File: config.mk
export PLATFORM = sky130hd
export DESIGN_NAME = reg_bank
export DESIGN_NICKNAME = d
export VERILOG_FILES = /design/src/inc/regconv_pkg.sv /design/src/logic/alias_update.sv /design/src/logic/reg_bank.sv
export VERILOG_INCLUDE_DIRS = /design/src /design/src/inc
export SDC_FILE = /design/constraint.sdc
export NUM_CORES = 1
export LEC_CHECK = 0
export CAP_MARGIN = 20
export CELL_PAD_IN_SITES_DETAIL_PLACEMENT = 0
export CELL_PAD_IN_SITES_GLOBAL_PLACEMENT = 1
export CORE_ASPECT_RATIO = 0.6
export CORE_MARGIN = 2
export CORE_UTILIZATION = 43
export CTS_BUF_LIST = sky130_fd_sc_hd__clkbuf_4 sky130_fd_sc_hd__clkbuf_8
export CTS_CLUSTER_SIZE = 8
export DETAILED_ROUTE_END_ITERATION = 12
export DONT_BUFFER_PORTS = 1
export PLACE_DENSITY = 0.78
export SLEW_MARGIN = 0
export SYNTH_ARGS = -nofsm -noshare
export SYNTH_HDL_FRONTEND = slang
export SYNTH_SLANG_ARGS = --single-unit
File: constraint.sdc
create_clock -name sys_clk -period 1.8 [get_ports sys_clk]
set_input_delay 0.09 -clock sys_clk [delete_from_list [all_inputs] [get_ports sys_clk]]
set_output_delay 0.09 -clock sys_clk [all_outputs]
set_load 0.01 [all_outputs]
File: src/inc/regconv_params.svh
// Constants for the generic register bank: offsets, field layout, resets.
// Assumes an 8-bit register port with byte offsets inside one peripheral.
`ifndef REGCONV_PARAMS_SVH
`define REGCONV_PARAMS_SVH

`define OFS_CTRL        4'h0
`define OFS_OUT         4'h1
`define OFS_OUT_SET     4'h2
`define OFS_OUT_CLEAR   4'h3
`define OFS_OUT_TOGGLE  4'h4
`define OFS_STATUS      4'h5
`define OFS_CMD         4'h6
`define OFS_SRST        4'h7
`define OFS_DBGCTRL     4'h8

`define CTRL_MASK       8'h3F
`define OUT_MASK        8'hFF
`define DBG_MASK        8'h01
`define SRST_KEY        8'hA5

`define CTRL_RST        8'h00
`define OUT_RST         8'h00
`define DBG_RST         8'h00

`endif

File: src/inc/regconv_pkg.sv
// Types shared by the register bank and its alias update unit.
// Assumes the constants header is compiled alongside.
`default_nettype none
package regconv_pkg;

	typedef struct packed {
		logic       wr;
		logic       rd;
		logic [3:0] addr;
		logic [7:0] wdata;
	} reg_req_t;

	typedef enum logic [1:0] {
		ALIAS_NONE   = 2'b00,
		ALIAS_SET    = 2'b01,
		ALIAS_CLEAR  = 2'b10,
		ALIAS_TOGGLE = 2'b11
	} alias_op_t;

endpackage
`default_nettype wire

File: src/logic/alias_update.sv
// Next-value logic for a base register reached through set/clear/toggle
// aliases. Purely combinational; the caller holds the register.
`timescale 1ns/1ps
`default_nettype none
module alias_update
	import regconv_pkg::*;
(
	input  wire logic [7:0] base_r,    // Current base value.
	input  var  alias_op_t  op,        // Which alias is written.
	input  wire logic [7:0] wmask,     // Data written to the alias.
	output logic      [7:0] base_nxt   // Updated base value.
);
	always_comb begin
		unique case (op)
			ALIAS_SET:    base_nxt = base_r | wmask;
			ALIAS_CLEAR:  base_nxt = base_r & ~wmask;
			ALIAS_TOGGLE: base_nxt = base_r ^ wmask;
			ALIAS_NONE: base_nxt = base_r;
		endcase
	end
endmodule
`default_nettype wire

File: src/logic/reg_bank.sv
// Example peripheral register bank showing read/write, set/clear/toggle, read-only and write-only bit access conventions.
// Assumes a synchronous 8-bit register port on sys_clk from the processor.
`timescale 1ns/1ps
`default_nettype none
`include "regconv_params.svh"
module reg_bank
	import regconv_pkg::*;
(
	input  wire logic       sys_clk,   // System clock, 100 MHz.
	input  wire logic       sys_rst,   // Asynchronous reset, active high.
	input  var  reg_req_t   req,       // Register access request.
	input  wire logic [3:0] hw_status, // Live state shown read-only.
	output logic      [7:0] rdata,     // Read data, valid cycle after rd.
	output logic      [7:0] out_pins,  // Base output register value.
	output logic      [5:0] ctrl,      // Control field.
	output logic      [7:0] cmd_pulse, // Write-only command strobes.
	output logic            dbg_ctrl   // Debug control bit.
);

////////////////////////////////////////////////////////////////////////
	logic [7:0] ctrl_r;
	logic [7:0] out_r;
	logic [7:0] out_nxt;
	logic [7:0] dbg_r;
	logic [7:0] cmd_r;
	logic [7:0] rdata_r;
	logic [3:0] stat_r;
	logic       soft_rst;
	alias_op_t  op;

	function automatic logic hit(input reg_req_t r, input logic [3:0] a);
		hit = r.wr && (r.addr == a);
	endfunction

	// Soft reset needs a key so a stray write cannot wipe the peripheral.
	assign soft_rst = hit(req, `OFS_SRST) && (req.wdata == `SRST_KEY);

	always_comb begin
		op = ALIAS_NONE;
		if (hit(req, `OFS_OUT_SET)) begin
			op = ALIAS_SET;
		end else if (hit(req, `OFS_OUT_CLEAR)) begin
			op = ALIAS_CLEAR;
		end else if (hit(req, `OFS_OUT_TOGGLE)) begin
			op = ALIAS_TOGGLE;
		end
	end

	alias_update u_alias (
		.base_r   (out_r),
		.op       (op),
		.wmask    (req.wdata),
		.base_nxt (out_nxt)
	);

////////////////////////////////////////////////////////////////////////
	always_ff @(posedge sys_clk or posedge sys_rst) begin
		if (sys_rst) begin
			ctrl_r <= `CTRL_RST;
		end else if (soft_rst) begin
			ctrl_r <= `CTRL_RST;
		end else if (hit(req, `OFS_CTRL)) begin
			ctrl_r <= req.wdata & `CTRL_MASK;
		end
	end

	always_ff @(posedge sys_clk or posedge sys_rst) begin
		if (sys_rst) begin
			out_r <= `OUT_RST;
		end else if (soft_rst) begin
			out_r <= `OUT_RST;
		end else if (hit(req, `OFS_OUT)) begin
			out_r <= req.wdata;
		end else begin
			out_r <= out_nxt;
		end
	end

	// Debug control survives the peripheral soft reset.
	always_ff @(posedge sys_clk or posedge sys_rst) begin
		if (sys_rst) begin
			dbg_r <= `DBG_RST;
		end else if (hit(req, `OFS_DBGCTRL)) begin
			dbg_r <= req.wdata & `DBG_MASK;
		end
	end

	always_ff @(posedge sys_clk or posedge sys_rst) begin
		if (sys_rst) begin
			cmd_r <= 8'h00;
		end else if (hit(req, `OFS_CMD)) begin
			cmd_r <= req.wdata;
		end else begin
			cmd_r <= 8'h00;
		end
	end

	// Status comes from outside logic, so it is synchronised first.
	logic [3:0] stat_meta_r;
	always_ff @(posedge sys_clk or posedge sys_rst) begin
		if (sys_rst) begin
			stat_meta_r <= 4'h0;
			stat_r      <= 4'h0;
		end else begin
			stat_meta_r <= hw_status;
			stat_r      <= stat_meta_r;
		end
	end

////////////////////////////////////////////////////////////////////////
	always_ff @(posedge sys_clk or posedge sys_rst) begin
		if (sys_rst) begin
			rdata_r <= 8'h00;
		end else if (req.rd) begin
			unique case (req.addr)
				`OFS_CTRL:    rdata_r <= ctrl_r & `CTRL_MASK;
				`OFS_OUT,
				`OFS_OUT_SET,
				`OFS_OUT_CLEAR,
				`OFS_OUT_TOGGLE: rdata_r <= out_r;
				`OFS_STATUS:  rdata_r <= {4'h0, stat_r};
				`OFS_DBGCTRL: rdata_r <= dbg_r;
				default:      rdata_r <= 8'h00;
			endcase
		end
	end

	assign rdata     = rdata_r;
	assign out_pins  = out_r;
	assign ctrl      = ctrl_r[5:0];
	assign cmd_pulse = cmd_r;
	assign dbg_ctrl  = dbg_r[0];
endmodule
`default_nettype wire
==> metrics, run 1 <==
status finished clean; Main synth FF type dfrtp_1; total negative slack 0 ns; Worst path slowest cell dlygate4sd3_1; most common cell after layout, fill and taps aside dfrtp_1; Post-DP Area 2180 um2; CP required 2.04 ns; GPL Wtd Cong 0.888; I/O pin cnt 51; Leakage Power 1.10 nW; crit-path leading delay family buffers and inverters; post-route ant nets 0; register bit total from synthesis 39; Crit Path Class reg2reg; IO Port Bufs 0; Post-CTS Setup Repair Bufs 0; Core Region 4640 um2; DRC viols 0; worst slew pin tran 0.756 ns; Longest Clk Path Bufs 2; ys async rst share 100%; CTS tree yes; Hold Vio Cnt, Final 0; Syn Area/Cell 10.1 um2; post-layout minimum cycle time 1.71 ns; crit-path max FO 4; H-tree Lvls 2; Gate Count Post-Synth 208; Nets 264; commonest cells after routing, fill and taps aside dfrtp_1 (38), inv_1 (25), nand2_1 (16), ha_1 (16), dlygate4sd3_1 (16); Num CTS Buffers 5; gr ovfl total 0; Site Rows 19; number of global-route vias before repair 1591; slowest stage delay, CP 0.58 ns; n_diodes 0; share of post-route cells with drive strength above 1 10.0%; P&R area growth vs syn 16.6%; crit path capture type register; post-synthesis sequential area ratio 46.3%; Design Power 2.25 mW; Final Non-Filler Cells 292; via count 1680; Pwr per Cell Area 914 nW/um2; Synth Cell Area 2110 um2; Critical Path, Cell by Cell inv_1 > nor3_1 > a21oi_1 > o32ai_1 > dlygate4sd3_1; Max Freq 586 MHz; Syn Nets 244; initial antenna violation count 0; Post-synth EDFFs 0; wire per inst 20.5 um; CP Data Arrival Time 1.95 ns; Clock Sinks 39; fin crit share 94.8%; Die W 94.3 um; max_slew headroom 49.1%; Die Ht 58.2 um; placed cell count 268; worst path bufs/invs 2; clk_lat worst skew 0.30 ns; startpoint types register; worst vdd ir 0.512 mV; RSZ-0062 raised after global routing false; Ys Warns 0; area of the die 5490 um2; Setup violations, final 0; root buf cell clkbuf_8; Final Slew Violations 0; final WL 5990 um; Max Cap Viol 0; all-layer global routing usage 23.3%; Yosys cell types 46; design area 2460 um2; Fin Clk Skew 0.0122 ns; initial DRC count 225; Pre-antenna DRT Iters 4; HPWL after DPL 4130 um; largest net degree at the start of global routing 40; Reg clk slew, reported paths 0.09 ns; Hold Slack 0.0286 ns; first-pass GRT wire length 9270 um; Vias/cell 5.75; Hold Path Class in2reg; starting density of the core 45.4%
[cells in the mapped netlist, types with 4 or more instances]
library cell  number  area share [%]
a21oi_1            9             2.1
a221o_1            5             2.4
and2_1             9             2.7
buf_2              5             1.2
dfrtp_1           39              46
ha_1              16             9.5
inv_1             25             4.5
nand2_1           16             2.9
nand3_1            6             1.4
nor2_1             4            0.71
o21ai_0           12             2.9
o22ai_1            6             1.8
[area by class of cell]
class	instances	area (um2)
clock buffers	5	68.8
clock inverters	3	43.8
fillers	433	2180
inverters	26	97.6
multi-input cells	135	992
flip-flops and latches	39	977
well taps	63	78.8
repair buffers	21	198
[sequential cells by signal, indices dropped and copies added, names as in the netlist]
name         flops
rdata            8
stat_meta_r      4
cmd_pulse        8
stat_r           4
ctrl_r           6
dbg_r            1
out_pins         8
[worst register-to-register path, cell delays in order, from the launching register on]
cell and delay (ns):
dfrtp_2 0.42, inv_1 0.09, nor3_1 0.25, a21oi_1 0.08, o32ai_1 0.21, dlygate4sd3_1 0.58
[cell families (layout without fill, tap and decap cells)]
| family | Yosys count | in the layout | share of synthesized area, % |
|---|---|---|---|
| buf+inv | 34 | 55 | 6.54 |
| mux | 4 | 4 | 2.08 |
| flops | 39 | 39 | 46.3 |
| fa+ha+maj | 16 | 16 | 9.51 |
| simple gates | 53 | 53 | 14.8 |
| compound gates | 62 | 62 | 20.7 |
[routing by layer]
metal / global-route usage, % / up-vias / share of wire [%]
met5: 0 / - / 0
met4: 5.18 / 0 / 0.63
met3: 10.7 / 7 / 12
met2: 29.7 / 76 / 38
met1: 35.5 / 813 / 49
li1: - / 784 / -
[through the flow]
step	util, %	setup WS (ns)
5_1_grt	53.0	0.0362
2_1_floorplan	-	0.543
4_1_cts	53.0	0.0622
3_3_place_gp	47.1	0.376
3_5_place_dp	47.1	0.376
6_report	53.0	0.0945
[path summary, 6_finish.rpt]
kind                                                from  cells after the start  slack [ns]                       to
min in group asynchronous                        sys_rst                      3        0.34   cmd_pulse[2]$_DFF_PP0_
worst min-delay path                             req[11]                      2        0.03     dbg_r[0]$_DFFE_PP0P_
worst max-delay path             out_pins[5]$_DFFE_PP0P_                      5        0.09     rdata[5]$_DFFE_PP0P_
max in group asynchronous                        sys_rst                      3        1.09  out_pins[5]$_DFFE_PP0P_
worst max register to register   out_pins[5]$_DFFE_PP0P_                      5        0.09     rdata[5]$_DFFE_PP0P_
worst min register to register  stat_meta_r[3]$_DFF_PP0_                      0        0.35      stat_r[3]$_DFF_PP0_
[what timing repair did]
action / 4_1_cts / 5_1_grt
endpoints found under the hold margin: 69 / 0
resized for setup: 0 / 1
hold buffers: 16 / 0
setup endpoints to repair: 0 / 1
[power by group]
group          total (mW)  internal [mW]  switching (mW)  leakage, nW
combinational       0.351          0.168           0.184        0.545
sequential           1.14          0.972           0.170        0.500
clock               0.752          0.413           0.339       0.0581
total                2.25           1.55           0.692         1.10
No activity file was read; power rests on OpenSTA's default activity.
==> inputs of run 2 (changes only) <==
--- a/config.mk
+++ b/config.mk
@@ -8,2 +8,3 @@
 export LEC_CHECK = 0
+export ABC_AREA = 1
 export CAP_MARGIN = 20
@@ -18,3 +19,3 @@
 export DONT_BUFFER_PORTS = 1
-export PLACE_DENSITY = 0.78
+export PLACE_DENSITY = 0.81
 export SLEW_MARGIN = 0
--- a/constraint.sdc
+++ b/constraint.sdc
@@ -3,2 +3,2 @@
 set_output_delay 0.09 -clock sys_clk [all_outputs]
-set_load 0.01 [all_outputs]
+set_load 0.1 [all_outputs]
==> run 2 against run 1 <==
Sequential power is 4% lower. Final area is 11% higher. Fmax is 35% higher. Core utilization is 1.2 points higher. Area after synthesis is 6.2% higher. Combinational power grew to 4.2 times the previous value. Cell count is 35% higher. Hold slack worse by 0.026 ns. Via count is 17% higher. Sequential share of layout area is 4.0 points lower. First-iteration DRC count is 46% lower.
==> metrics, run 2 <==
Yosys cell types 22; critical path startpoint out_pins[7]$_DFFE_PP0P_; Syn Nets 318; H-tree Lvls 2; synth cell count leaders nand2_1 (83), dfrtp_1 (39), inv_1 (36), nand3_1 (28), nor2_1 (23); Clk pwr share 19.4%; R2R Path End out_pins[7]$_DFFE_PP0P_; total negative slack 0 ns; Num CTS Buffers 5; most common cell after layout, fill and taps aside nand2_1; power share of the sequential group 34.0%; slowest stage delay, CP 0.44 ns; n_diodes 0; gr ovfl total 0; clk_lat worst skew 0.30 ns; Hold Vio Cnt, Final 0; Final Slew Violations 0; Synth area leader dfrtp_1; P&R area growth vs syn 21.9%; startpoint types register; Logic pwr share 46.6%; internal power 1.61 mW; RSZ-0062 raised after global routing false; starting density of the core 44.5%; most used cell, CP nand2_1; Pwr per Cell Area 1170 nW/um2; number of global-route vias before repair 1892; Final Non-Filler Cells 394; Core Util, Final 54.2%; met1 Use GR 32.6%; worst reg2reg startpoint out_pins[7]$_DFFE_PP0P_; Vias/cell 5.00; R2R Setup Slk 0.54 ns; initial antenna violation count 0; most numerous cell in the Yosys netlist nand2_1; largest net degree at the start of global routing 40; fin crit share 70.3%; Leakage Power 1.47 nW; Max Freq 791 MHz; Max Cap Viol 0; Pre-antenna DRT Iters 4; Crit Path Class reg2reg; post-synth top area share 43.6%; crit path capture type register; share of post-route cells with drive strength above 1 18.6%; Post-CTS Setup Repair Bufs 0; Post-synth EDFFs 0; CP Data Arrival Time 1.44 ns; crit path to out_pins[7]$_DFFE_PP0P_; crit-path max FO 4; met3 usage 7.13%; CP Depth 8; crit-path leading delay family flip-flops; r2r worst-path depth 8; GPL Wtd Cong 0.888; worst path bufs/invs 2; Nets 364; area of the die 5810 um2; grt met2 use 33.1%; worst slew pin tran 0.786 ns; CP required 1.98 ns; Hold Slack 0.00308 ns; IO Port Bufs 0; DRC viols 0; post-route ant nets 0; wire per inst 15.4 um; final WL 6080 um; ys async rst share 100%; Syn Area/Cell 7.93 um2; Site Rows 20; Ys Warns 0; Design Power 3.20 mW; HPWL after DPL 4450 um; Longest Clk Path Bufs 2; max_slew headroom 47.4%; # fillers 495; Core Region 5030 um2; Gate Count Post-Synth 282; Worst path slowest cell dfrtp_1; Die W 97.1 um; Critical Path, Cell by Cell inv_1 > ha_1 > inv_1 > nand2_1 > nand3_1 > nand2_1 > nand3_1 > nand2_1; all-layer global routing usage 22.6%; Reg clk slew, reported paths 0.09 ns; via count 1970; placed cell count 376; Clock Sinks 39; ranking of synthesized cells by area dfrtp_1 (44%), nand2_1 (14%), ha_1 (9.0%); first-pass GRT wire length 9930 um; Main synth FF type dfrtp_1; Die Ht 59.9 um; post-synthesis sequential area ratio 43.6%; status finished clean; Synth Cell Area 2240 um2; I/O pin cnt 51; Fin Clk Skew 0.0113 ns; initial DRC count 121; commonest cells after routing, fill and taps aside nand2_1 (83), dfrtp_1 (39), inv_1 (36), buf_4 (33), nand3_1 (28); register bit total from synthesis 39; Sw Share 49.5%; busiest grt layer met2; worst vdd ir 0.722 mV; Setup violations, final 0; CTS tree yes; sw power 1.58 mW; Hold Path Class in2reg; root buf cell clkbuf_8; post-layout minimum cycle time 1.26 ns
==> run 2: cell families after synthesis <==
| logic type | synth area share [%] |
|---|---|
| flops | 43.6 |
| compound gates | 3.80 |
| buf+inv | 8.73 |
| simple gates | 34.9 |
| fa+ha+maj | 8.95 |
==> run 2: cell type report <==
| class | count | area [um2] | area share [%] |
|---|---|---|---|
| clock buffers | 6 | 82.6 | 3.03 |
| clock inverters | 1 | 5.00 | 0.184 |
| inverters | 42 | 158 | 5.78 |
| multi-input cells | 196 | 1060 | 39.1 |
| flip-flops and latches | 39 | 976 | 35.8 |
| well taps | 66 | 82.6 | 3.03 |
| repair buffers | 44 | 358 | 13.1 |
==> run 2: worst min-delay path: stages <==
cell,delay [ns]
nor3_1,0.04
nand2_1,0.07
o21ai_0,0.07
==> run 2: how the worst min path moves through the flow <==
stage,cells past startpoint,start,to,slack [ns]
after floorplan,0,hw_status[0],stat_meta_r[0]$_DFF_PP0_,0.12
after global placement,0,hw_status[2],stat_meta_r[2]$_DFF_PP0_,0.12
after detailed placement,0,hw_status[2],stat_meta_r[2]$_DFF_PP0_,0.12
after CTS,3,req[10],dbg_r[0]$_DFFE_PP0P_,0.002
after global routing,2,req[2],cmd_pulse[2]$_DFF_PP0_,0.01
final,3,req[10],dbg_r[0]$_DFFE_PP0P_,0.003
==> run 2: power groups by stage <==
| stage | Clock (mW) | Sequential [mW] | Combinational, mW |
|---|---|---|---|
| after floorplan | 0 | 1.92 | 0.336 |
| after global placement | 0 | 1.10 | 1.46 |
| final | 0.619 | 1.09 | 1.49 |
| after CTS | 0.630 | 1.09 | 1.50 |
| after global routing | 0.666 | 1.10 | 1.59 |
| after detailed placement | 0 | 1.10 | 1.48 |
==> run 2: through the flow <==
| step | setup slack [ns] | area (um2) |
|---|---|---|
| floorplan | 0.00365 | 2240 |
| global placement | 0.501 | 2530 |
| detailed placement | 0.486 | 2530 |
| CTS | 0.537 | 2730 |
| global route | 0.444 | 2730 |
| finish | 0.535 | 2730 |
==> run 2: layer usage <==
layer / share of wire (%) / wire, um
met1: 47 / 2830
met2: 43 / 2590
met3: 10 / 629
met4: 0.59 / 36
met5: 0 / 0
==> run 2: what timing repair did <==
item                                   CTS  global route
hold buffers                            11             0
gates resized for setup                  0             0
endpoints found under the hold margin   54             0
